**src/shared/agc_pkg.sv**
```systemverilog
package agc_pkg;

    // Register indices on the serial port.
    localparam logic [6:0] ADDR_STANDBY = 7'h00;
    localparam logic [6:0] ADDR_GAIN_HIGH = 7'h03;
    localparam logic [6:0] ADDR_GAIN_LOW = 7'h04;
    localparam logic [6:0] ADDR_RATES = 7'h05;
    localparam logic [6:0] ADDR_WEIGHT_REF = 7'h06;
    localparam logic [6:0] ADDR_SERIAL_CFG = 7'h07;

    // Field positions.
    localparam int STANDBY_CONTROL_VGA_BIT = 0;
    localparam int ATTACK_LSB = 4;
    localparam int DECAY_LSB = 0;
    localparam int WEIGHT_LSB = 4;
    localparam int REF_LSB = 0;
    localparam int CFG_STATUS_BIT = 0;
    localparam int ATTEN_BIT = 15;

    // Reset values.
    localparam logic [7:0] STANDBY_RST = 8'h00;
    localparam logic [7:0] GAIN_HIGH_RST = 8'h3f;
    localparam logic [7:0] GAIN_LOW_RST = 8'hff;
    localparam logic [7:0] RATES_RST = 8'h00;
    localparam logic [7:0] WEIGHT_REF_RST = 8'h00;
    localparam logic [7:0] SERIAL_CFG_RST = 8'h00;

    // Serial frame: read flag, 7-bit address, 8-bit data, most significant bit first.
    localparam logic [4:0] HEADER_LAST = 5'h07;
    localparam logic [4:0] FRAME_LAST = 5'h0f;
    localparam logic [4:0] FRAME_BITS = 5'h10;

    // Loop timing: one update per twenty converter clocks.
    localparam logic [4:0] UPDATE_DIV_LAST = 5'h13;

    // Loop arithmetic.
    localparam logic [14:0] GAIN_MAX = 15'h7fff;
    localparam logic [14:0] GAIN_MIN = 15'h0000;
    localparam logic [15:0] OVL_STEP_MAX = 16'h1eb8;
    localparam int CODE_MAX = 15;
    localparam int LOOP_SHIFT_BASE = 12;
    localparam logic [7:0] COUNT_MAX = 8'hff;

    // Estimate scale: |I|+|Q| at the clip level.
    localparam logic [16:0] REF_3DB = 17'h0b53c;
    localparam logic [16:0] REF_6DB = 17'h08050;
    localparam logic [16:0] REF_9DB = 17'h05ad4;
    localparam logic [16:0] REF_12DB = 17'h0404e;
    localparam logic [16:0] REF_15DB = 17'h02d85;

    function automatic logic [16:0] ref_of(input logic [2:0] code);
        case (code)
            3'h1: ref_of = REF_3DB;
            3'h2: ref_of = REF_6DB;
            3'h3: ref_of = REF_9DB;
            3'h4: ref_of = REF_12DB;
            default: ref_of = REF_15DB;
        endcase
    endfunction

endpackage

```
**src/rtl/agc_control.sv**
```systemverilog
`timescale 1ns/1ps
module agc_control
    import agc_pkg::*;
(
    input wire logic ref_clk,
    input wire logic rst_n,
    input wire logic serial_clk,
    input wire logic serial_cs_n,
    input wire logic serial_din,
    output logic serial_dout,
    input wire logic overload_warning,
    input wire logic adc_reset_event,
    input wire logic iq_valid,
    input wire logic [15:0] i_sample,
    input wire logic [15:0] q_sample,
    input wire logic out_sample_strobe,
    output logic [7:0] vga_dac_code,
    output logic atten_enable,
    output logic vga_standby,
    output logic agc_active,
    output logic [7:0] ssi_overload_count,
    output logic [7:0] ssi_reset_count,
    output logic [7:0] ssi_gain,
    output logic ssi_status_valid
);

    ////////////////////////////////////////////////////////////////////////////////
    // Register port.

    logic [6:0] reg_addr;
    logic [7:0] reg_wdata, reg_rdata;
    logic reg_wr;

    serial_reg_port u_port (
        .ref_clk(ref_clk),
        .rst_n(rst_n),
        .serial_clk(serial_clk),
        .serial_cs_n(serial_cs_n),
        .serial_din(serial_din),
        .serial_dout(serial_dout),
        .reg_addr(reg_addr),
        .reg_wdata(reg_wdata),
        .reg_wr(reg_wr),
        .reg_rd(),
        .reg_rdata(reg_rdata)
    );

    logic [7:0] standby_ff, nxt_standby, high_ff, nxt_high, rates_ff, nxt_rates;
    logic [7:0] weight_ref_ff, nxt_weight_ref, cfg_ff, nxt_cfg;
    logic [15:0] word_ff, nxt_word;
    logic [14:0] gain_ff, nxt_gain;
    logic active_ff;

    // The high byte is only staged; the word takes effect on the low byte write,
    // which is why the high byte has to go first.
    always_comb
    begin
        nxt_standby = standby_ff;
        nxt_high = high_ff;
        nxt_word = word_ff;
        nxt_rates = rates_ff;
        nxt_weight_ref = weight_ref_ff;
        nxt_cfg = cfg_ff;
        if (reg_wr)
        begin
            if (reg_addr == ADDR_STANDBY)
            begin
                nxt_standby = reg_wdata;
            end
            else if (reg_addr == ADDR_GAIN_HIGH)
            begin
                nxt_high = reg_wdata;
            end
            else if (reg_addr == ADDR_GAIN_LOW)
            begin
                nxt_word = {high_ff, reg_wdata};
            end
            else if (reg_addr == ADDR_RATES)
            begin
                nxt_rates = reg_wdata;
            end
            else if (reg_addr == ADDR_WEIGHT_REF)
            begin
                nxt_weight_ref = reg_wdata;
            end
            else if (reg_addr == ADDR_SERIAL_CFG)
            begin
                nxt_cfg = reg_wdata;
            end
        end
    end

    // Reads of the gain bytes show the live gain, so software can watch the loop.
    always_comb
    begin
        if (reg_addr == ADDR_STANDBY)
        begin
            reg_rdata = standby_ff;
        end
        else if (reg_addr == ADDR_GAIN_HIGH)
        begin
            reg_rdata = {word_ff[ATTEN_BIT], gain_ff[14:8]};
        end
        else if (reg_addr == ADDR_GAIN_LOW)
        begin
            reg_rdata = gain_ff[7:0];
        end
        else if (reg_addr == ADDR_RATES)
        begin
            reg_rdata = rates_ff;
        end
        else if (reg_addr == ADDR_WEIGHT_REF)
        begin
            reg_rdata = weight_ref_ff;
        end
        else if (reg_addr == ADDR_SERIAL_CFG)
        begin
            reg_rdata = cfg_ff;
        end
        else
        begin
            reg_rdata = 8'h00;
        end
    end

    always_ff @(posedge ref_clk or negedge rst_n)
    begin
        if (!rst_n)
        begin
            standby_ff <= STANDBY_RST;
            high_ff <= GAIN_HIGH_RST;
            word_ff <= {GAIN_HIGH_RST, GAIN_LOW_RST};
            rates_ff <= RATES_RST;
            weight_ref_ff <= WEIGHT_REF_RST;
            cfg_ff <= SERIAL_CFG_RST;
            active_ff <= 1'b0;
        end
        else
        begin
            standby_ff <= nxt_standby;
            high_ff <= nxt_high;
            word_ff <= nxt_word;
            rates_ff <= nxt_rates;
            weight_ref_ff <= nxt_weight_ref;
            cfg_ff <= nxt_cfg;
            active_ff <= (nxt_weight_ref[REF_LSB +: 3] != 3'h0);
        end
    end

    ////////////////////////////////////////////////////////////////////////////////
    // Loop.

    logic [2:0] ref_code;
    logic [3:0] attack_code, decay_code, weight_code;
    logic auto_mode;

    assign ref_code = weight_ref_ff[REF_LSB +: 3];
    assign attack_code = rates_ff[ATTACK_LSB +: 4];
    assign decay_code = rates_ff[DECAY_LSB +: 4];
    assign weight_code = weight_ref_ff[WEIGHT_LSB +: 4];
    assign auto_mode = (ref_code != 3'h0);

    // Scale an error by 2^(eff/2 - LOOP_SHIFT_BASE); an odd code adds a half step to approximate root two.
    function automatic logic [17:0] scale_err(input logic [17:0] mag, input int eff);
        int sh;
        logic [17:0] base;
        sh = LOOP_SHIFT_BASE - (eff >>> 1);
        base = mag >> sh;
        if (eff[0])
        begin
            scale_err = base + (base >> 1);
        end
        else
        begin
            scale_err = base;
        end
    endfunction

    logic ovl_s1_ff, ovl_s2_ff, ovl_s3_ff;
    logic [4:0] div_ff, nxt_div;
    logic [16:0] est_ff, nxt_est;
    logic rst_pend_ff, nxt_rst_pend;
    logic [7:0] ovl_cnt_ff, nxt_ovl_cnt, rcnt_ff, nxt_rcnt;
    logic [7:0] ssi_ovl_ff, nxt_ssi_ovl, ssi_rst_ff, nxt_ssi_rst, ssi_gain_ff, nxt_ssi_gain;
    logic ssi_valid_ff, nxt_ssi_valid, standby_control_out_ff;
    logic tick, ovl_rise;
    logic [15:0] abs_i, abs_q, ovl_step;
    logic [17:0] err, step;
    logic [18:0] sum;

    // The comparator output is analog-side and asynchronous.
    always_ff @(posedge ref_clk or negedge rst_n)
    begin
        if (!rst_n)
        begin
            ovl_s1_ff <= 1'b0;
            ovl_s2_ff <= 1'b0;
            ovl_s3_ff <= 1'b0;
        end
        else
        begin
            ovl_s1_ff <= overload_warning;
            ovl_s2_ff <= ovl_s1_ff;
            ovl_s3_ff <= ovl_s2_ff;
        end
    end

    assign tick = (div_ff == UPDATE_DIV_LAST);
    assign ovl_rise = ovl_s2_ff & ~ovl_s3_ff;
    assign abs_i = i_sample[15] ? 16'(-i_sample) : i_sample;
    assign abs_q = q_sample[15] ? 16'(-q_sample) : q_sample;
    assign ovl_step = OVL_STEP_MAX >> (4'(CODE_MAX) - weight_code);
    assign err = {1'b0, ref_of(ref_code)} - {1'b0, est_ff};

    always_comb
    begin
        nxt_div = tick ? 5'h00 : div_ff + 5'h01;
        nxt_est = iq_valid ? 17'(abs_i + abs_q + 17'h00000) : est_ff;
        nxt_rst_pend = rst_pend_ff;
        nxt_gain = gain_ff;
        step = 18'h00000;
        sum = {4'h0, gain_ff};
        if (tick)
        begin
            if (!auto_mode)
            begin
                nxt_gain = word_ff[14:0];
            end
            else if (ovl_s2_ff || rst_pend_ff)
            begin
                // Overload and converter reset override the digital estimate.
                sum = {4'h0, gain_ff} - {3'h0, ovl_step};
                nxt_rst_pend = 1'b0;
            end
            else if (err[17])
            begin
                step = scale_err(18'(-err), int'(attack_code));
                sum = {4'h0, gain_ff} - {1'b0, step};
            end
            else
            begin
                step = scale_err(err, int'(attack_code) - int'(decay_code));
                sum = {4'h0, gain_ff} + {1'b0, step};
            end
            if (auto_mode)
            begin
                if (sum[18])
                begin
                    nxt_gain = GAIN_MIN;
                end
                else if (sum[17:0] > {3'h0, GAIN_MAX})
                begin
                    nxt_gain = GAIN_MAX;
                end
                else
                begin
                    nxt_gain = sum[14:0];
                end
            end
        end
        // A reset event in the consuming cycle stays pending for the next update.
        if (adc_reset_event)
        begin
            nxt_rst_pend = 1'b1;
        end
    end

    // Counters close each output sample; an event on the closing cycle opens the next count.
    always_comb
    begin
        nxt_ovl_cnt = ovl_cnt_ff;
        nxt_rcnt = rcnt_ff;
        nxt_ssi_ovl = ssi_ovl_ff;
        nxt_ssi_rst = ssi_rst_ff;
        nxt_ssi_gain = ssi_gain_ff;
        nxt_ssi_valid = 1'b0;
        if (out_sample_strobe)
        begin
            nxt_ovl_cnt = {7'h00, ovl_rise};
            nxt_rcnt = {7'h00, adc_reset_event};
            if (cfg_ff[CFG_STATUS_BIT])
            begin
                nxt_ssi_ovl = ovl_cnt_ff;
                nxt_ssi_rst = rcnt_ff;
                nxt_ssi_gain = gain_ff[14:7];
                nxt_ssi_valid = 1'b1;
            end
        end
        else
        begin
            if (ovl_rise && ovl_cnt_ff != COUNT_MAX)
            begin
                nxt_ovl_cnt = ovl_cnt_ff + 8'h01;
            end
            if (adc_reset_event && rcnt_ff != COUNT_MAX)
            begin
                nxt_rcnt = rcnt_ff + 8'h01;
            end
        end
    end

    always_ff @(posedge ref_clk or negedge rst_n)
    begin
        if (!rst_n)
        begin
            div_ff <= 5'h00;
            est_ff <= 17'h00000;
            rst_pend_ff <= 1'b0;
            gain_ff <= {GAIN_HIGH_RST[6:0], GAIN_LOW_RST};
            ovl_cnt_ff <= 8'h00;
            rcnt_ff <= 8'h00;
            ssi_ovl_ff <= 8'h00;
            ssi_rst_ff <= 8'h00;
            ssi_gain_ff <= 8'h00;
            ssi_valid_ff <= 1'b0;
            standby_control_out_ff <= 1'b0;
        end
        else
        begin
            div_ff <= nxt_div;
            est_ff <= nxt_est;
            rst_pend_ff <= nxt_rst_pend;
            gain_ff <= nxt_gain;
            ovl_cnt_ff <= nxt_ovl_cnt;
            rcnt_ff <= nxt_rcnt;
            ssi_ovl_ff <= nxt_ssi_ovl;
            ssi_rst_ff <= nxt_ssi_rst;
            ssi_gain_ff <= nxt_ssi_gain;
            ssi_valid_ff <= nxt_ssi_valid;
            standby_control_out_ff <= standby_ff[STANDBY_CONTROL_VGA_BIT];
        end
    end

    assign vga_dac_code = gain_ff[14:7];
    assign atten_enable = word_ff[ATTEN_BIT];
    assign vga_standby = standby_control_out_ff;
    assign agc_active = active_ff;
    assign ssi_overload_count = ssi_ovl_ff;
    assign ssi_reset_count = ssi_rst_ff;
    assign ssi_gain = ssi_gain_ff;
    assign ssi_status_valid = ssi_valid_ff;

endmodule

```
**src/rtl/serial_reg_port.sv**
```systemverilog
`timescale 1ns/1ps
module serial_reg_port
    import agc_pkg::*;
(
    input wire logic ref_clk,
    input wire logic rst_n,
    input wire logic serial_clk,
    input wire logic serial_cs_n,
    input wire logic serial_din,
    output logic serial_dout,
    output logic [6:0] reg_addr,
    output logic [7:0] reg_wdata,
    output logic reg_wr,
    output logic reg_rd,
    input wire logic [7:0] reg_rdata
);

    logic cs_s1_ff, cs_s2_ff, clk_s1_ff, clk_s2_ff, clk_s3_ff, din_s1_ff, din_s2_ff;
    logic [15:0] shift_ff, nxt_shift;
    logic [4:0] cnt_ff, nxt_cnt;
    logic [6:0] addr_ff, nxt_addr;
    logic [7:0] wdata_ff, nxt_wdata, out_ff, nxt_out;
    logic read_ff, nxt_read, wr_ff, nxt_wr, rd_ff, nxt_rd, dout_ff, nxt_dout;
    logic rise, fall;

    // Pins are asynchronous to ref_clk; edges are taken from the second and third stages.
    always_ff @(posedge ref_clk or negedge rst_n)
    begin
        if (!rst_n)
        begin
            cs_s1_ff <= 1'b1;
            cs_s2_ff <= 1'b1;
            clk_s1_ff <= 1'b0;
            clk_s2_ff <= 1'b0;
            clk_s3_ff <= 1'b0;
            din_s1_ff <= 1'b0;
            din_s2_ff <= 1'b0;
        end
        else
        begin
            cs_s1_ff <= serial_cs_n;
            cs_s2_ff <= cs_s1_ff;
            clk_s1_ff <= serial_clk;
            clk_s2_ff <= clk_s1_ff;
            clk_s3_ff <= clk_s2_ff;
            din_s1_ff <= serial_din;
            din_s2_ff <= din_s1_ff;
        end
    end

    assign rise = clk_s2_ff & ~clk_s3_ff;
    assign fall = ~clk_s2_ff & clk_s3_ff;

    always_comb
    begin
        nxt_shift = shift_ff;
        nxt_cnt = cnt_ff;
        nxt_addr = addr_ff;
        nxt_wdata = wdata_ff;
        nxt_read = read_ff;
        nxt_wr = 1'b0;
        nxt_rd = 1'b0;
        nxt_out = out_ff;
        nxt_dout = dout_ff;
        if (cs_s2_ff)
        begin
            nxt_cnt = 5'h00;
            nxt_read = 1'b0;
        end
        else
        begin
            if (rise && cnt_ff != FRAME_BITS)
            begin
                nxt_shift = {shift_ff[14:0], din_s2_ff};
                nxt_cnt = cnt_ff + 5'h01;
                if (cnt_ff == HEADER_LAST)
                begin
                    nxt_addr = nxt_shift[6:0];
                    nxt_read = nxt_shift[7];
                    nxt_rd = nxt_shift[7];
                end
                if (cnt_ff == FRAME_LAST && !read_ff)
                begin
                    nxt_wdata = nxt_shift[7:0];
                    nxt_wr = 1'b1;
                end
            end
            // The read answer is captured the cycle after the address settles.
            if (rd_ff)
            begin
                nxt_out = reg_rdata;
            end
            else if (fall && read_ff && cnt_ff > HEADER_LAST && cnt_ff != FRAME_BITS)
            begin
                nxt_dout = out_ff[7];
                nxt_out = {out_ff[6:0], 1'b0};
            end
        end
    end

    always_ff @(posedge ref_clk or negedge rst_n)
    begin
        if (!rst_n)
        begin
            shift_ff <= 16'h0000;
            cnt_ff <= 5'h00;
            addr_ff <= 7'h00;
            wdata_ff <= 8'h00;
            read_ff <= 1'b0;
            wr_ff <= 1'b0;
            rd_ff <= 1'b0;
            out_ff <= 8'h00;
            dout_ff <= 1'b0;
        end
        else
        begin
            shift_ff <= nxt_shift;
            cnt_ff <= nxt_cnt;
            addr_ff <= nxt_addr;
            wdata_ff <= nxt_wdata;
            read_ff <= nxt_read;
            wr_ff <= nxt_wr;
            rd_ff <= nxt_rd;
            out_ff <= nxt_out;
            dout_ff <= nxt_dout;
        end
    end

    assign serial_dout = dout_ff;
    assign reg_addr = addr_ff;
    assign reg_wdata = wdata_ff;
    assign reg_wr = wr_ff;
    assign reg_rd = rd_ff;

endmodule

```
**config.mk**
```make
export PLATFORM = sky130hd
export DESIGN_NAME = agc_control
export DESIGN_NICKNAME = d
export VERILOG_FILES = /design/src/shared/agc_pkg.sv /design/src/rtl/agc_control.sv /design/src/rtl/serial_reg_port.sv
export SDC_FILE = /design/constraint.sdc
export NUM_CORES = 1
export LEC_CHECK = 0
export ABC_AREA = 1
export BUFFER_PORTS_ARGS = -buffer_cell sky130_fd_sc_hd__buf_2
export CORE_MARGIN = 2
export CORE_UTILIZATION = 64
export DETAILED_ROUTE_END_ITERATION = 7
export PLACE_DENSITY = 0.82
export RECOVER_POWER = 50
export SKIP_LAST_GASP = 1
export SLEW_MARGIN = 30
export SYNTH_ARGS = -nofsm -noshare
export SYNTH_HDL_FRONTEND = slang
export SYNTH_SLANG_ARGS = --single-unit
```
**constraint.sdc**
```tcl
create_clock -name ref_clk -period 9.5 [get_ports ref_clk]
set_input_delay 1.425 -clock ref_clk [delete_from_list [all_inputs] [get_ports ref_clk]]
set_output_delay 1.425 -clock ref_clk [all_outputs]
set_load 0.03 [all_outputs]
```
==> out/summary.txt, run 1 <==
status: complete, but fails checks
failing checks: capacitance limit, slew limit
CP max stage cell: fa_1
LEAKAGE: 9.42 nW
Top reg by flops: est_ff
number of synthesized flops with an enable pin: 0
CTS tree: done
post-synthesis async set-or-reset flop share: 100%
reg2reg setup slack: 0.71 ns
worst hold slack: 0.349 ns
total power draw: 3.05 mW
area fraction of the dominant cell type after synthesis: 21.8%
Ys Warns: 0
hold_buf cts: 0
n_diodes: 0
crit path buf inv count: 10
clk sinks: 186
# IOs: 78
initial core utilization: 64.5%
crit end category: flop
layout cells sized above 1: 10.3%
row count: 60
Pre-antenna DRT Iters: 6
setup TNS: 0 ns
GRT overflow: 0
Post-synth top flop: dfrtp_1
Routed Antenna Nets: 0
CTS HTree Levels: 4
maximum clock frequency: 0.114 GHz
mapped cell area: 17200 um2
CP Launch Point: weight_ref_ff[1]
worst setup path class: reg2reg
Yosys cell types: 65
number of flip-flops in the largest register: 17
Yosys reg bits: 186
vias after detailed routing: 17500
Synth area leader: dfrtp_1
via/cell ratio: 5.72
commonest non-fill, non-tap cells in the layout: 687 x nand2_1, 381 x inv_1, 246 x o21ai_0, 221 x nor2_1, 221 x nand3_1
commonest non-fill, non-tap cell in the layout: nand2_1
Hold Crit Class: reg2reg
worst reg2reg path endpoint: gain_ff[3]
top area cells in the synthesized netlist: dfrtp_1 22%, nand2_1 15%, inv_1 8.4%
synthesized area per cell: 6.48 um2
WP depth: 64
Critical Path Start Type: flop
fin util: 69.6%
Largest delay share family, worst path: simple AND/OR/NAND/NOR gates
post-synthesis cell count: 2659
Slew Limit Headroom: -242%
vias in the first global route: 16100
routability congestion estimate: 0.941
die area: 28300 um2
port bufs: 77
post-DP HPWL: 34.9 mm
Worst EP arrival: 9.14 ns
Worst-Skew Late Latency: 0.43 ns
post-place instance area: 17800 um2
CP max FO: 14
height of the chip: 168 um
Max-Cap Viols: 2
worst slack at placement: 0.0895 ns
Initial DRC Count: 1550
final period utilization: 92.5%
registers with the most flip-flops: est_ff (17), word_ff (16), gain_ff (15)
placed cell count: 3011
CORE AREA: 26700 um2
per-cell routed wire length: 15.1 um
max-slew violations: 146
Worst Path Required: 9.85 ns
Fill cells: 2316
WL final: 46.1 mm
Max VDD drop: 104 uV
CTS Buffer Depth: 2
Clk pin slew, worst setup/hold paths: 0.08 ns
clock skew: 0.0135 ns
global-route wire length before repair: 76.7 mm
Finish-stage setup viols: 0
post-layout instance area: 18600 um2
worst slew pin tran: 5.12 ns
Root Driver: clkbuf_16
P per Cell Area: 164 nW/um2
all-layer global routing usage: 32.7%
pin count of the biggest net entering global routing: 98
Seq/Total Area, Yosys: 27.3%
die width: 168 um
# nets final: 2852
syn_nets: 2812
Tmin final: 8.79 ns
CP max stage delay: 0.51 ns
initial antenna violation count: 0
fin cells: 3053
Worst R2R Path Depth: 64
CP Capture Point: gain_ff[3]
Fin. Hold Viols: 0
critical path's most frequent cell: nor2_1
min setup slack post-route: 0.710 ns
cts bufs inserted: 17
DRC violations left: 0
Syn-to-layout area delta: 7.90%
FF-to-FF Start: weight_ref_ff[1]
[where the power goes]
group | internal (mW) | leakage (nW) | switching [mW]
registers | 0.824 | 2.39 | 0.0178
clock network | 0.383 | 0.289 | 0.353
logic | 0.499 | 6.74 | 0.972
[worst register-to-register path: cells and delay by family, from the launching register on]
family / cells / cell delay, ns
adder cells (fa/ha/maj): 5 / 1.54
AND/OR/NAND/NOR: 35 / 3.69
flip-flops: 1 / 0.42
XOR/XNOR: 1 / 0.15
AO/OA/AOI/OAI: 13 / 2.02
buffers and inverters: 10 / 0.93
[synth_stat cells, types with 3 or more instances]
| cell | n |
|---|---|
| inv_2 | 14 |
| buf_2 | 11 |
| nand3b_1 | 4 |
| a22oi_1 | 6 |
| or2_2 | 7 |
| o21a_1 | 4 |
| o21ai_0 | 258 |
| clkbuf_1 | 53 |
| ha_1 | 105 |
| nor2_1 | 231 |
| nand2_2 | 33 |
| clkinv_1 | 5 |
| o22ai_1 | 16 |
| nand2_1 | 689 |
| and2_1 | 8 |
| a21oi_1 | 114 |
| a221oi_1 | 8 |
| o211ai_1 | 19 |
| nand3_2 | 13 |
| fa_1 | 7 |
| nand3_1 | 222 |
| o21ai_1 | 4 |
| nor2_4 | 4 |
| xnor2_1 | 24 |
| dfstp_2 | 36 |
| mux2i_1 | 3 |
| nand2_4 | 5 |
| o21bai_1 | 11 |
| buf_4 | 10 |
| nor3_1 | 35 |
| a31oi_1 | 7 |
| a211oi_1 | 3 |
| dfrtp_1 | 150 |
| inv_1 | 384 |
| buf_1 | 6 |
| a21oi_2 | 13 |
| o221ai_1 | 4 |
| o31ai_1 | 7 |
| nand4_1 | 32 |
| xor2_1 | 47 |
| a21o_1 | 6 |
| nor2_2 | 6 |
| nor4_1 | 5 |
[how the worst min path moves through the flow]
| stage | depth (start not counted) | slack (ns) | end | start |
|---|---|---|---|---|
| 5_1_grt | 0 | 0.35 | u_port.clk_s2_ff | u_port.clk_s1_ff |
| 6_report | 0 | 0.35 | u_port.clk_s2_ff | u_port.clk_s1_ff |
| 2_1_floorplan | 0 | 0.33 | ovl_s2_ff | ovl_s1_ff |
| 4_1_cts | 0 | 0.35 | u_port.clk_s2_ff | u_port.clk_s1_ff |
| 3_3_place_gp | 0 | 0.33 | u_port.din_s2_ff | u_port.din_s1_ff |
| 3_5_place_dp | 0 | 0.34 | u_port.din_s2_ff | u_port.din_s1_ff |
[area by class of cell]
class | count | area, um2 | area share [%]
clock inverters | 11 | 116 | 0.626
multi-input cells | 1988 | 10800 | 58.1
flip-flops and latches | 186 | 4700 | 25.3
repair buffers | 101 | 538 | 2.89
well taps | 341 | 427 | 2.29
clock buffers | 21 | 483 | 2.60
inverters | 405 | 1530 | 8.20
[layer usage]
metal	part of all wire [%]	vias to the layer above	track usage [%]	wire, um
met5	0	-	0	0
met2	48	568	56.3	22100
li1	-	8740	-	-
met4	1.9	0	7.80	877
met3	5.6	79	2.96	2590
met1	45	8073	44.8	20500
[what timing repair did]
item / CTS / global route
setup endpoints to repair: 0 / 15
buffers inserted: 0 / 9
resized for setup: 0 / 48
[cells by family after synthesis]
| group | Yosys count | synth area share (%) |
|---|---|---|
| AOI/OAI and AO/OA | 492 | 16.2 |
| buffers and inverters | 486 | 11.0 |
| adders and majority gates | 112 | 8.44 |
| xor gates and xnor gates | 72 | 3.77 |
| DFF | 186 | 27.3 |
| and+or+nand+nor | 1306 | 33.1 |
| muxes | 5 | 0.305 |
Note: power is estimated with default switching activity, not from simulation.
==> run 2: changes to the inputs <==
--- a/config.mk
+++ b/config.mk
@@ -7,7 +7,6 @@
 export LEC_CHECK = 0
 export ABC_AREA = 1
 export BUFFER_PORTS_ARGS = -buffer_cell sky130_fd_sc_hd__buf_2
-export CORE_MARGIN = 2
 export CORE_UTILIZATION = 64
 export DETAILED_ROUTE_END_ITERATION = 7
 export PLACE_DENSITY = 0.82
==> constraint.sdc (replaced) <==
create_clock -name ref_clk -period 9.26 [get_ports ref_clk]
set_input_delay 1.389 -clock ref_clk [delete_from_list [all_inputs] [get_ports ref_clk]]
set_output_delay 1.389 -clock ref_clk [all_outputs]
set_load 0.03 [all_outputs]
==> run 2 against run 1 <==
The run still ends with capacitance limit, slew limit left. Combinational power increased by 5%. Register-to-register slack got worse by 0.17 ns. Critical endpoint is now gain_ff[0]. Highest routed layer unchanged. Sequential power increased by 2.6%. Critical path type unchanged. Maximum frequency increased by 0.81%. Non-clock buffer count increased by 14. Worst hold slack improved by 0.0023 ns.
==> out/summary.txt, run 2 (synthesis gave the netlist of run 1 again) <==
status: complete, but fails checks
failing checks: capacitance limit, slew limit
CP max stage cell: fa_2
via/cell ratio: 5.74 (+0.37%)
die width: 166 um (-1.2%)
Worst R2R Path Depth: 66 (+3.1%)
number of flip-flops in the largest register: 17 (unchanged)
Hold Crit Class: reg2reg
final period utilization: 94.2% (+1.6 points)
LEAKAGE: 9.57 nW (+1.6%)
pin count of the biggest net entering global routing: 110 (+12%)
CTS Buffer Depth: 2 (unchanged)
CP max stage delay: 0.47 ns (-0.04 ns)
fin cells: 3061 (+0.26%)
routability congestion estimate: 0.944 (+0.29%)
clock skew: 0.0220 ns (+0.00844 ns)
cts bufs inserted: 17 (unchanged)
Clk pin slew, worst setup/hold paths: 0.09 ns (about the same)
all-layer global routing usage: 33.6% (+0.90 points)
CTS HTree Levels: 4 (unchanged)
hold path depth: 0 (unchanged)
Max VDD drop: 133 uV (+28%)
max-slew violations: 158 (+8.2%)
Finish-stage setup viols: 0 (unchanged)
Largest delay share family, worst path: simple AND/OR/NAND/NOR gates
Worst EP arrival: 9.09 ns (-0.05 ns)
min setup slack post-route: 0.540 ns (-0.170 ns)
placed cell count: 3009 (-0.066%)
post-DP HPWL: 35.4 mm (+1.4%)
Syn-to-layout area delta: 9.31%
Worst Path Required: 9.63 ns (-0.22 ns)
Routed Antenna Nets: 0 (unchanged)
Initial DRC Count: 1488 (-4.0%)
Tmin final: 8.72 ns (-0.0702 ns)
DRC violations left: 0 (unchanged)
Root Driver: clkbuf_16
Pre-antenna DRT Iters: 8 (+2)
layout cells sized above 1: 12.1% (+1.9 points)
row count: 59 (-1.7%)
maximum clock frequency: 0.115 GHz (+0.81%)
die area: 27600 um2 (-2.4%)
P per Cell Area: 170 nW/um2 (+3.5%)
vias in the first global route: 16200 (+0.38%)
post-layout instance area: 18800 um2 (+1.3%)
CTS tree: done
GRT overflow: 0 (unchanged)
post-place instance area: 17800 um2 (about the same)
worst slew pin tran: 5.58 ns (+0.457 ns)
initial core utilization: 65.8% (+1.3 points)
Max-Cap Viols: 2 (unchanged)
# nets final: 2866 (+0.49%)
Slew Limit Headroom: -272% (-30 points)
CP max FO: 8 (-6)
crit end category: flop
height of the chip: 166 um (-1.2%)
initial antenna violation count: 0 (unchanged)
WL final: 46.6 mm (+0.98%)
fin util: 71.9% (+2.3 points)
Fin. Hold Viols: 0 (unchanged)
clk sinks: 186 (unchanged)
# IOs: 78 (unchanged)
port bufs: 77 (unchanged)
Worst-Skew Late Latency: 0.45 ns (+0.02 ns)
worst setup path class: reg2reg
per-cell routed wire length: 15.2 um (+0.71%)
critical path's most frequent cell: nor2_1
WP depth: 66 (+3.1%)
Critical Path Start Type: flop
registers with the most flip-flops: est_ff (17), word_ff (16), gain_ff (15)
worst hold slack: 0.351 ns (+0.00228 ns)
vias after detailed routing: 17600 (+0.63%)
commonest non-fill, non-tap cell in the layout: nand2_1
Top reg by flops: est_ff
crit path buf inv count: 12 (+2)
total power draw: 3.20 mW (+4.8%)
worst slack at placement: 0.00867 ns (-0.0808 ns)
setup TNS: 0 ns (unchanged)
global-route wire length before repair: 76.3 mm (-0.45%)
CORE AREA: 26200 um2 (-1.9%)
n_diodes: 0 (unchanged)
commonest non-fill, non-tap cells in the layout: 687 x nand2_1, 376 x inv_1, 245 x o21ai_0, 220 x nand3_1, 216 x nor2_1
## run 2: changes by cell type in the layout (fill, tap and decap cells not counted), sizes merged
cell	delta
clkinv	+5
clkbuf	-22
buf	+32
nand3	-1
## run 2: area by class of cell
type / instances / area [um2]
sequential: 186 / 4700
clock inverter: 15 / 218
inverter: 405 / 1530
timing repair buffer: 115 / 684
multi-input combinational: 1987 / 10900
clock buffer: 17 / 425
tap: 335 / 419
fill: 2243 / 7370
timing repair inverter: 1 / 5.00
## run 2: what timing repair did
item,in CTS,in global routing
setup buffers,0,18
hold buffers,0,0
gates cloned,0,2
setup endpoints to repair,1,15
pin swaps,0,28
resized for setup,1,68
## run 2: metal layers
metal	up-vias	global-route usage [%]	share of wire, %
met4	0	12.2	3.0
met5	-	0	0
met3	109	4.15	6.2
met1	8085	44.9	44
li1	8758	-	-
met2	618	55.9	47
## run 2: path summary, 6_finish.rpt
| path | endpoint | start | slack (ns) |
|---|---|---|---|
| max in group asynchronous | rates_ff[5] | rst_n | 2.70 |
| min in group asynchronous | ssi_gain[4] | rst_n | 2.96 |
| worst min-delay path | u_port.din_s2_ff | u_port.din_s1_ff | 0.35 |
| worst min register to register | u_port.din_s2_ff | u_port.din_s1_ff | 0.35 |
| worst max register to register | gain_ff[0] | weight_ref_ff[0] | 0.54 |
| worst max-delay path | gain_ff[0] | weight_ref_ff[0] | 0.54 |
## run 2: worst register-to-register path: cells and delay by family, from the launching register on
kind                     cells  cell delay (ns)
buffers and inverters       12             0.97
flip-flops                   1             0.42
adder cells (fa/ha/maj)      6             1.66
AND/OR/NAND/NOR             33             3.19
AO/OA/AOI/OAI               14             2.20
XOR/XNOR                     1             0.24
## run 2: where the power goes
part / switching, mW / internal, mW / total [mW]
Combinational: 1.02 / 0.534 / 1.55
Clock: 0.399 / 0.380 / 0.779
Sequential: 0.0186 / 0.845 / 0.864
Total: 1.44 / 1.76 / 3.20
